==> src/bcm_pkg.sv <==
// Constants, types and state layout for the bit-clear / OR / move execute block
//----------------------------------------------------------------------
// Operation
// RQ1: Bit-clear zeroes chosen bit, no flags change
// RQ2: Literal-OR combines accumulator with low eight bits
// RQ3: Literal-OR writes accumulator, updates zero flag
// RQ4: Register-OR result goes by d, updates zero
// RQ5: Move-register copies f to accumulator or f
// RQ6: Move-register updates zero flag from moved value
// RQ7: Literal-OR takes accumulator, any literal 0..255
// RQ8: d zero selects accumulator, one selects file
// RQ9: One word, one cycle; zero means result zero
//----------------------------------------------------------------------
package bcm_pkg;

	// Instruction word layout
	localparam int INSTR_W = 12;
	localparam int DATA_W = 8;
	localparam int FADDR_W = 5;
	localparam int OPC4_MSB = 11;
	localparam int OPC4_LSB = 8;
	localparam int OPC6_LSB = 6;
	localparam int DEST_POS = 5;
	localparam int BITSEL_MSB = 7;
	localparam int BITSEL_LSB = 5;
	localparam int FADDR_MSB = 4;
	localparam int LIT_MSB = 7;
	localparam logic [3:0] OPC_BIT_CLEAR = 4'h4;
	localparam logic [3:0] OPC_OR_LIT = 4'hd;
	localparam logic [5:0] OPC_OR_FILE = 6'h04;
	localparam logic [5:0] OPC_MOVE_FILE = 6'h08;
	localparam logic DEST_ACCUM = 1'h0;

	// Register map, byte addresses
	localparam int REG_ADDR_W = 5;
	localparam logic [REG_ADDR_W-1:0] OFS_CTRL = 5'h00;
	localparam logic [REG_ADDR_W-1:0] OFS_ACCUM = 5'h04;
	localparam logic [REG_ADDR_W-1:0] OFS_STATUS = 5'h08;
	localparam logic [REG_ADDR_W-1:0] OFS_COUNT = 5'h0c;
	localparam int CTRL_EN_POS = 0;
	localparam int STAT_ZERO_POS = 0;
	localparam int STAT_UNSUP_POS = 1;
	localparam int STAT_DROP_POS = 2;
	localparam logic RST_EXEC_EN = 1'h1;
	localparam logic [DATA_W-1:0] RST_ACCUM = 8'h00;
	localparam int COUNT_W = 16;
	localparam logic [1:0] RESP_OKAY = 2'h0;
	localparam logic [1:0] RESP_SLVERR = 2'h2;

	typedef enum {OP_NONE, OP_BIT_CLEAR, OP_OR_LIT, OP_OR_FILE, OP_MOVE_FILE} bcm_op_type;

	typedef struct packed {
		logic valid;
		logic [INSTR_W-1:0] word;
	} bcm_instr_type;

	typedef struct packed {
		logic en;
		logic [FADDR_W-1:0] addr;
		logic [DATA_W-1:0] data;
	} bcm_file_wr_type;

	typedef struct packed {
		logic [DATA_W-1:0] accum;
		logic zero;
		bcm_file_wr_type file_wr;
		logic done;
		logic unsup;
		logic dropped;
		logic exec_en;
		logic [COUNT_W-1:0] count;
		logic aw_got;
		logic [REG_ADDR_W-1:0] aw_addr;
		logic w_got;
		logic [31:0] w_data;
		logic [3:0] w_strb;
		logic awready;
		logic wready;
		logic bvalid;
		logic [1:0] bresp;
		logic arready;
		logic rvalid;
		logic [31:0] rdata;
		logic [1:0] rresp;
	} bcm_state_type;

endpackage

==> src/bcm_execute.sv <==
// Execute stage for bit-clear, literal-OR, register-OR and move-register
`timescale 1ns/1ps
module bcm_execute
	import bcm_pkg::*;
(
	// Clock and reset
	input wire logic clk_sys,
	input wire logic rst,
	// Fetched instruction and addressed file register contents
	input bcm_instr_type instr,
	input wire logic [DATA_W-1:0] file_rd_data,
	// Results
	output bcm_file_wr_type file_wr,
	output logic [DATA_W-1:0] accum,
	output logic zero_flag,
	output logic exec_done,
	// AXI4-Lite slave
	input wire logic [REG_ADDR_W-1:0] s_axi_awaddr,
	input wire logic s_axi_awvalid,
	output logic s_axi_awready,
	input wire logic [31:0] s_axi_wdata,
	input wire logic [3:0] s_axi_wstrb,
	input wire logic s_axi_wvalid,
	output logic s_axi_wready,
	output logic [1:0] s_axi_bresp,
	output logic s_axi_bvalid,
	input wire logic s_axi_bready,
	input wire logic [REG_ADDR_W-1:0] s_axi_araddr,
	input wire logic s_axi_arvalid,
	output logic s_axi_arready,
	output logic [31:0] s_axi_rdata,
	output logic [1:0] s_axi_rresp,
	output logic s_axi_rvalid,
	input wire logic s_axi_rready
);

	bcm_state_type s_reg;
	bcm_state_type s_next;
	bcm_op_type op;
	logic [DATA_W-1:0] lit;
	logic [FADDR_W-1:0] faddr;
	logic [BITSEL_MSB-BITSEL_LSB:0] bitsel;
	logic dest_file;
	logic [DATA_W-1:0] result;
	logic [DATA_W-1:0] clear_mask;
	logic exec;

	//----------------------------------------------------------------------
	// Decode
	//----------------------------------------------------------------------
	always_comb
	begin
		op = OP_NONE;
		if (instr.word[OPC4_MSB:OPC4_LSB] == OPC_BIT_CLEAR)
			op = OP_BIT_CLEAR; // RQ1
		else if (instr.word[OPC4_MSB:OPC4_LSB] == OPC_OR_LIT)
			op = OP_OR_LIT; // RQ2
		else if (instr.word[OPC4_MSB:OPC6_LSB] == OPC_OR_FILE)
			op = OP_OR_FILE; // RQ4
		else if (instr.word[OPC4_MSB:OPC6_LSB] == OPC_MOVE_FILE)
			op = OP_MOVE_FILE; // RQ5
	end

	assign lit = instr.word[LIT_MSB:0];
	assign faddr = instr.word[FADDR_MSB:0];
	assign bitsel = instr.word[BITSEL_MSB:BITSEL_LSB];
	assign dest_file = instr.word[DEST_POS];
	// Only the chosen bit is forced low, the rest pass unchanged
	assign clear_mask = ~(DATA_W'(1) << bitsel); // RQ1
	assign exec = instr.valid && s_reg.exec_en;

	//----------------------------------------------------------------------
	// Result
	//----------------------------------------------------------------------
	always_comb
	begin
		result = file_rd_data;
		unique case (op)
			OP_BIT_CLEAR: result = file_rd_data & clear_mask; // RQ1
			OP_OR_LIT: result = s_reg.accum | lit; // RQ2 RQ7
			OP_OR_FILE: result = s_reg.accum | file_rd_data; // RQ4
			OP_MOVE_FILE: result = file_rd_data; // RQ5
			OP_NONE: result = file_rd_data;
		endcase
	end

	//----------------------------------------------------------------------
	// Read data mux
	//----------------------------------------------------------------------
	function automatic logic [33:0] read_reg(input logic [REG_ADDR_W-1:0] a, input bcm_state_type st);
		logic [31:0] d;
		logic [1:0] r;
		d = 32'h00000000;
		r = RESP_OKAY;
		unique case (a)
			OFS_CTRL: d[CTRL_EN_POS] = st.exec_en;
			OFS_ACCUM: d[DATA_W-1:0] = st.accum;
			OFS_STATUS:
			begin
				d[STAT_ZERO_POS] = st.zero;
				d[STAT_UNSUP_POS] = st.unsup;
				d[STAT_DROP_POS] = st.dropped;
			end
			OFS_COUNT: d[COUNT_W-1:0] = st.count;
			default: r = RESP_SLVERR;
		endcase
		return {r, d};
	endfunction

	//----------------------------------------------------------------------
	// Next state
	//----------------------------------------------------------------------
	always_comb
	begin
		s_next = s_reg;
		s_next.file_wr.en = 1'h0;
		s_next.done = 1'h0;

		// Write address and data may arrive in either order
		if (s_axi_awvalid && s_reg.awready)
		begin
			s_next.aw_got = 1'h1;
			s_next.aw_addr = s_axi_awaddr;
		end
		if (s_axi_wvalid && s_reg.wready)
		begin
			s_next.w_got = 1'h1;
			s_next.w_data = s_axi_wdata;
			s_next.w_strb = s_axi_wstrb;
		end
		if (s_reg.bvalid && s_axi_bready)
			s_next.bvalid = 1'h0;

		// Software writes first so that an instruction in the same cycle wins
		if (s_reg.aw_got && s_reg.w_got && !s_reg.bvalid)
		begin
			s_next.aw_got = 1'h0;
			s_next.w_got = 1'h0;
			s_next.bvalid = 1'h1;
			s_next.bresp = RESP_OKAY;
			unique case (s_reg.aw_addr)
				OFS_CTRL:
					if (s_reg.w_strb[0])
						s_next.exec_en = s_reg.w_data[CTRL_EN_POS];
				OFS_ACCUM:
					if (s_reg.w_strb[0])
						s_next.accum = s_reg.w_data[DATA_W-1:0];
				OFS_STATUS:
					if (s_reg.w_strb[0])
					begin
						if (s_reg.w_data[STAT_UNSUP_POS])
							s_next.unsup = 1'h0;
						if (s_reg.w_data[STAT_DROP_POS])
							s_next.dropped = 1'h0;
					end
				OFS_COUNT: s_next.bresp = RESP_OKAY;
				default: s_next.bresp = RESP_SLVERR;
			endcase
		end
		s_next.awready = !s_next.aw_got && !s_next.bvalid;
		s_next.wready = !s_next.w_got && !s_next.bvalid;

		// Read channel, one outstanding read
		if (s_reg.rvalid && s_axi_rready)
			s_next.rvalid = 1'h0;
		if (s_axi_arvalid && s_reg.arready)
		begin
			s_next.rvalid = 1'h1;
			{s_next.rresp, s_next.rdata} = read_reg(s_axi_araddr, s_reg);
		end
		s_next.arready = !s_next.rvalid;

		// Instruction execution, one word completes per cycle
		if (instr.valid && !s_reg.exec_en)
			s_next.dropped = 1'h1;
		if (exec)
		begin
			s_next.done = 1'h1; // RQ9
			s_next.count = s_reg.count + COUNT_W'(1);
			unique case (op)
				OP_BIT_CLEAR:
				begin
					s_next.file_wr.en = 1'h1; // RQ1
					s_next.file_wr.addr = faddr;
					s_next.file_wr.data = result;
				end
				OP_OR_LIT:
				begin
					s_next.accum = result; // RQ3
					s_next.zero = (result == '0); // RQ3 RQ9
				end
				OP_OR_FILE, OP_MOVE_FILE:
				begin
					if (dest_file == DEST_ACCUM)
						s_next.accum = result; // RQ8 RQ4 RQ5
					else
					begin
						s_next.file_wr.en = 1'h1; // RQ8 RQ4 RQ5
						s_next.file_wr.addr = faddr;
						s_next.file_wr.data = result;
					end
					// A move back to itself doubles as a zero test
					s_next.zero = (result == '0); // RQ6 RQ4 RQ9
				end
				OP_NONE:
				begin
					s_next.done = 1'h0;
					s_next.count = s_reg.count;
					s_next.unsup = 1'h1;
				end
			endcase
		end
	end

	//----------------------------------------------------------------------
	// State register
	//----------------------------------------------------------------------
	always_ff @(posedge clk_sys or posedge rst)
	begin
		if (rst)
		begin
			s_reg <= '0;
			s_reg.accum <= RST_ACCUM;
			s_reg.exec_en <= RST_EXEC_EN;
			s_reg.awready <= 1'h1;
			s_reg.wready <= 1'h1;
			s_reg.arready <= 1'h1;
		end
		else
			s_reg <= s_next;
	end

	//----------------------------------------------------------------------
	// Outputs
	//----------------------------------------------------------------------
	assign file_wr = s_reg.file_wr;
	assign accum = s_reg.accum;
	assign zero_flag = s_reg.zero;
	assign exec_done = s_reg.done;
	assign s_axi_awready = s_reg.awready;
	assign s_axi_wready = s_reg.wready;
	assign s_axi_bvalid = s_reg.bvalid;
	assign s_axi_bresp = s_reg.bresp;
	assign s_axi_arready = s_reg.arready;
	assign s_axi_rvalid = s_reg.rvalid;
	assign s_axi_rdata = s_reg.rdata;
	assign s_axi_rresp = s_reg.rresp;

endmodule // bcm_execute

==> config.mk <==
export PLATFORM = sky130hd
export DESIGN_NAME = bcm_execute
export DESIGN_NICKNAME = d
export VERILOG_FILES = /design/src/bcm_pkg.sv /design/src/bcm_execute.sv
export SDC_FILE = /design/constraint.sdc
export NUM_CORES = 1
export LEC_CHECK = 0
export BUFFER_PORTS_ARGS = -buffer_cell sky130_fd_sc_hd__buf_2
export CAP_MARGIN = 15
export CORE_MARGIN = 2
export CORE_UTILIZATION = 51
export CTS_CLUSTER_SIZE = 40
export DETAILED_ROUTE_END_ITERATION = 7
export PLACE_DENSITY = 0.8
export SYNTH_ARGS = -nofsm -noshare
export SYNTH_HDL_FRONTEND = slang
export SYNTH_SLANG_ARGS = --single-unit
==> constraint.sdc <==
create_clock -name clk_sys -period 2.8 [get_ports clk_sys]
set_clock_uncertainty 0.15 [all_clocks]
set_input_delay 0.28 -clock clk_sys [delete_from_list [all_inputs] [get_ports clk_sys]]
set_output_delay 0.28 -clock clk_sys [all_outputs]
set_load 0.1 [all_outputs]
-- Word level (Yosys, flattened, before mapping)
Index checks and enable logic that the tools add are counted.
W data, S select, Z words.
- muxes and demuxes: 36
- equal/unequal tests: 15
- add/subtract/negate cells: 1
- reductions and logical operators: 36
- bitwise gates (word level): 5
- shifts and indexed selects: 1
- operators with widths (cell ; number):
    $eq A32 B2 Y1 const B ; 2
    $mux W8 ; 5
    $mux W37 ; 1
    $mux W35 ; 1
    $eq A32 B1 Y1 const B ; 1
    $eq A32 B3 Y1 const B ; 1
    $logic_not A32 Y1 ; 1
    $pmux W8 S4 ; 1
    $pmux W14 S2 ; 1
    $mux W25 ; 1
    $eq A5 B4 Y1 const B ; 4
    $mux W3 ; 6
    $pmux W9 S2 ; 1
    $add A16 B1 Y16 const B ; 1
    $or A8 B8 Y8 ; 2
    $mux W14 ; 1
    $reduce_bool A2 Y1 ; 6
    $logic_and A1 B1 Y1 ; 11
    $eq A5 B3 Y1 const B ; 2
    $logic_not A5 Y1 ; 2
    $mux W2 ; 5
    $pmux W5 S2 ; 1
    $mux W1 ; 9
    $and A8 B8 Y8 ; 1
    other kinds (18) ; 27
- word-level logic and storage cells: 117
- input port bits: 74
- output and inout bits: 65
- flip-flop bits (word level): 111

-- Longest topological paths before layout
- word-level depth: 11
- depth in mapped cells: 9
- depth with buffers taken out: 5

-- Worst setup path before layout
OpenSTA, ideal clock, no wires.
- kind: reg2reg
- start point: register s_reg, in the netlist s_axi_bvalid
- end point: register, netlist name accum[7]
- path buffers: 2
- clock period less this slack: 2.669 ns
- arrival time: 2.394 ns
- path slack: 0.131 ns
- setup time: 0.125 ns
- required time: 2.525 ns
- stages on the path, launching flop included: 8
- path through: dfrtp_1 -> and3b_1 -> buf_2 -> nand3_1 -> or3b_1 -> buf_2 -> mux2_1 -> mux2_2
- RTL lines (what ; line ; text):
    from (decl) ; bcm_execute.sv:37 ; bcm_state_type s_reg;
    from (signal assigned) ; bcm_execute.sv:230 ; s_reg <= s_next;

-- Worst setup path in the final report
- start point: register s_reg[100] in the netlist's numbering
- end point: register s_reg[96] in the netlist's numbering
- word-level cells in the longest chain between the ends: 2
- ends and longest elaborated chain (what ; line ; text):
    $logic_and A1 B1 Y1 ; bcm_execute.sv:70 ; assign exec = instr.valid && s_reg.exec_en;
    $reduce_and A2 Y1 (no line) ; -- ;
No other way between the ends.
A chain may end at the register's enable or synchronous reset.

==> summary.txt <==
Floorplan
  – Die Height: 96.1 µm
  – Initial Utilization: 0.527
  – Chip Width: 96.1 µm
  – I/O Pins: 139
  – Core outline area: 0.00822 mm²
  – Die footprint: 0.00924 mm²
  – Rows: 33

Timing
  – Sum Neg Setup Slack: 0 ns
  – Setup ws final: 0.493 ns
  – Fin crit period: 2.31 ns
  – # setup viols final: 0
  – Worst Hold Margin: 0.0138 ns
  – Relative slew slack: 0.496
  – RSZ-0062 raised after global routing: false
  – Final Cycle Share: 0.824
  – Worst Max-Slew Pin Slew: 0.754 ns
  – Max Transition Viols Final: 0
  – Fmax: 0.433 GHz
  – Final hold violations: 0

Power
  – Pwr dens: 914 mW/mm²
  – P_leak: 2.40 nW
  – Total power: 4.45 mW
  – Max rail drop VDD: 0.974 mV

Yosys
  – EDFF count, synth: 0
  – Synth cell count leaders: 78 x dfrtp_1, 59 x buf_4, 40 x nand2_1
  – Ranking of synthesized cells by area: dfrtp_1 45%, buf_4 10%, mux2_2 6.8%
  – Sequential area share after synthesis: 0.475
  – Yosys reg bits: 82
  – Area share of the largest cell type after synthesis: 0.451
  – Async set-or-reset flop fraction in the synthesized netlist: 1.00
  – Leading area contributor after synthesis: dfrtp_1
  – Synth Warn #: 0
  – Synth Flop Type: dfrtp_1
  – Synthesized instance count: 406
  – Mapped Avg Cell Area: 10.7 µm²
  – Netlist cell types: 54
  – Most common cell in the netlist: dfrtp_1
  – Mapped Area: 0.00433 mm²

Drt
  – Via Count: 3111
  – DRC: 0
  – Detailed Route WL: 9030 µm
  – Initial DRC Count: 119
  – Antenna-violating nets left: 0
  – Vias per std cell: 5.33
  – Routed len/inst: 15.5 µm
  – TritonRoute pass-1 iters: 4

Global route
  – Initial antenna violation count: 0
  – Global-route usage over all layers: 0.207
  – Met3 usage in global routing: 0.0415
  – Vias in the first global route: 3053
  – Grt met1 use: 0.263
  – Global route hottest layer: met2
  – Global-route wire length before repair: 14500 µm
  – Total gr overflow: 0
  – Largest net degree at the start of global routing: 83
  – Met2 Use GR: 0.336

Placement
  – Hpwl dp: 6600 µm
  – Post-placement setup slack: 0.488 ns
  – Placer Congestion: 0.847
  – DP Area: 0.00450 mm²
  – PortBufs: 93
  – Placed insts: 552

Min path
  – Hold path startpoint: instr[4]
  – Worst hold path type: in2reg

Worst setup path
  – Worst flop-to-flop path startpoint: s_reg[100]
  – Worst path cell trace: and2_1, nand2_1, or3_1, nor4_1, xor2_1
  – Critical Path RT: 2.93 ns
  – CP Class: reg2reg
  – Maximum fanout along the worst path: 6
  – Startpoint types: register
  – Critical Path Slowest Stage Cell: dfstp_2
  – Crit path arrival time: 2.44 ns
  – Worst path max stage delay: 0.60 ns
  – Setup crit end kind: register
  – Critical path launch point: s_reg[100]

Finish
  – FF+latch area: 0.00206 mm²
  – Fin nets: 549
  – Fin util: 0.592
  – Area of the multi-input gates: 0.00177 mm²
  – Share of cells above drive strength 1: 0.336
  – Area delta synth->final: 12.3%
  – Post-Layout Inst Area: 0.00486 mm²
  – Largest register FFs: 35
  – Diode count: 0
  – Final instance count without filler cells: 584
  – Fill count: 692

Clock tree
  – Clock Path Buffers: 2
  – Post-CTS setup buffers: 0
  – CTS H-tree depth: 3
  – Number of buffers created by CTS: 9
  – Clk pin slew, worst setup/hold paths: 0.10 ns
  – Clk root buf: clkbuf_8
  – CTS tree: done
  – Clock tree sinks: 82
  – Worst skew pair latency: 0.36 ns

Outcome
  – Outcome: complete, no violations

Job
  – Max-cap viol count: 0
-- final timing paths --
kind                                   to  slack (ns)  cells after the start
max in group asynchronous   s_axi_awready        1.76                      4
setup reg to reg                s_reg[96]        0.49                      5
hold reg to reg                 s_reg[99]        0.32                      1
setup / recovery                s_reg[96]        0.49                      5
min in group asynchronous  s_axi_rdata[0]        0.38                      4
hold / removal                file_wr[12]        0.01                      2
-- worst max-delay path: cells and delay by family, from the launching register on --
kind / cells / cell delay, ns
flip-flops: 1 / 0.60
XOR/XNOR: 1 / 0.19
AND/OR/NAND/NOR: 4 / 1.29
-- cell usage in the layout (no fill, tap or decap), types with 7 or more instances in the layout --
cell type	n
buf_2	93
dfrtp_1	78
nand2_1	40
mux2_2	26
o21ai_0	19
conb_1	18
nor2_1	16
dlygate4sd3_1	16
mux2i_1	14
nand3_1	12
xor2_1	11
a21oi_1	11
a22oi_1	9
clkbuf_8	9
inv_1	8
nor3_2	7
-- repair_timing --
| action | CTS | global route |
|---|---|---|
| setup endpoints to repair | 0 | 0 |
| endpoints found under the hold margin | 93 | 0 |
| gates resized for setup | 0 | 0 |
| hold buffers | 16 | 0 |
-- where the power goes --
part | total (mW) | switching, mW | internal, mW
Clock | 0.872 | 0.516 | 0.356
Sequential | 1.71 | 0.236 | 1.47
Combinational | 1.87 | 1.47 | 0.400
Total | 4.45 | 2.22 | 2.23
-- kinds of logic after synthesis --
| group | count (synthesis) | share of synthesized area |
|---|---|---|
| AOI/OAI and AO/OA | 65 | 0.100 |
| buffers and inverters | 82 | 0.130 |
| DFF | 82 | 0.475 |
| and+or+nand+nor | 116 | 0.146 |
| adders and majority gates | 1 | 0.00289 |
| muxes | 43 | 0.110 |
| xor gates and xnor gates | 16 | 0.0341 |
| other | 1 | 0.000866 |
-- final cells by class --
type / instances / area share
clock inverter: 7 / 0.0157
sequential: 82 / 0.423
inverter: 9 / 0.00720
clock buffer: 9 / 0.0255
tap: 105 / 0.0270
multi-input combinational: 259 / 0.364
timing repair buffer: 113 / 0.137
-- per-layer routing --
metal | vias up | share of wire
met4 | 0 | 0.029
met3 | 26 | 0.060
met1 | 1493 | 0.43
li1 | 1475 | -
met5 | - | 0
met2 | 117 | 0.48
(Power assumes the default switching activity.)
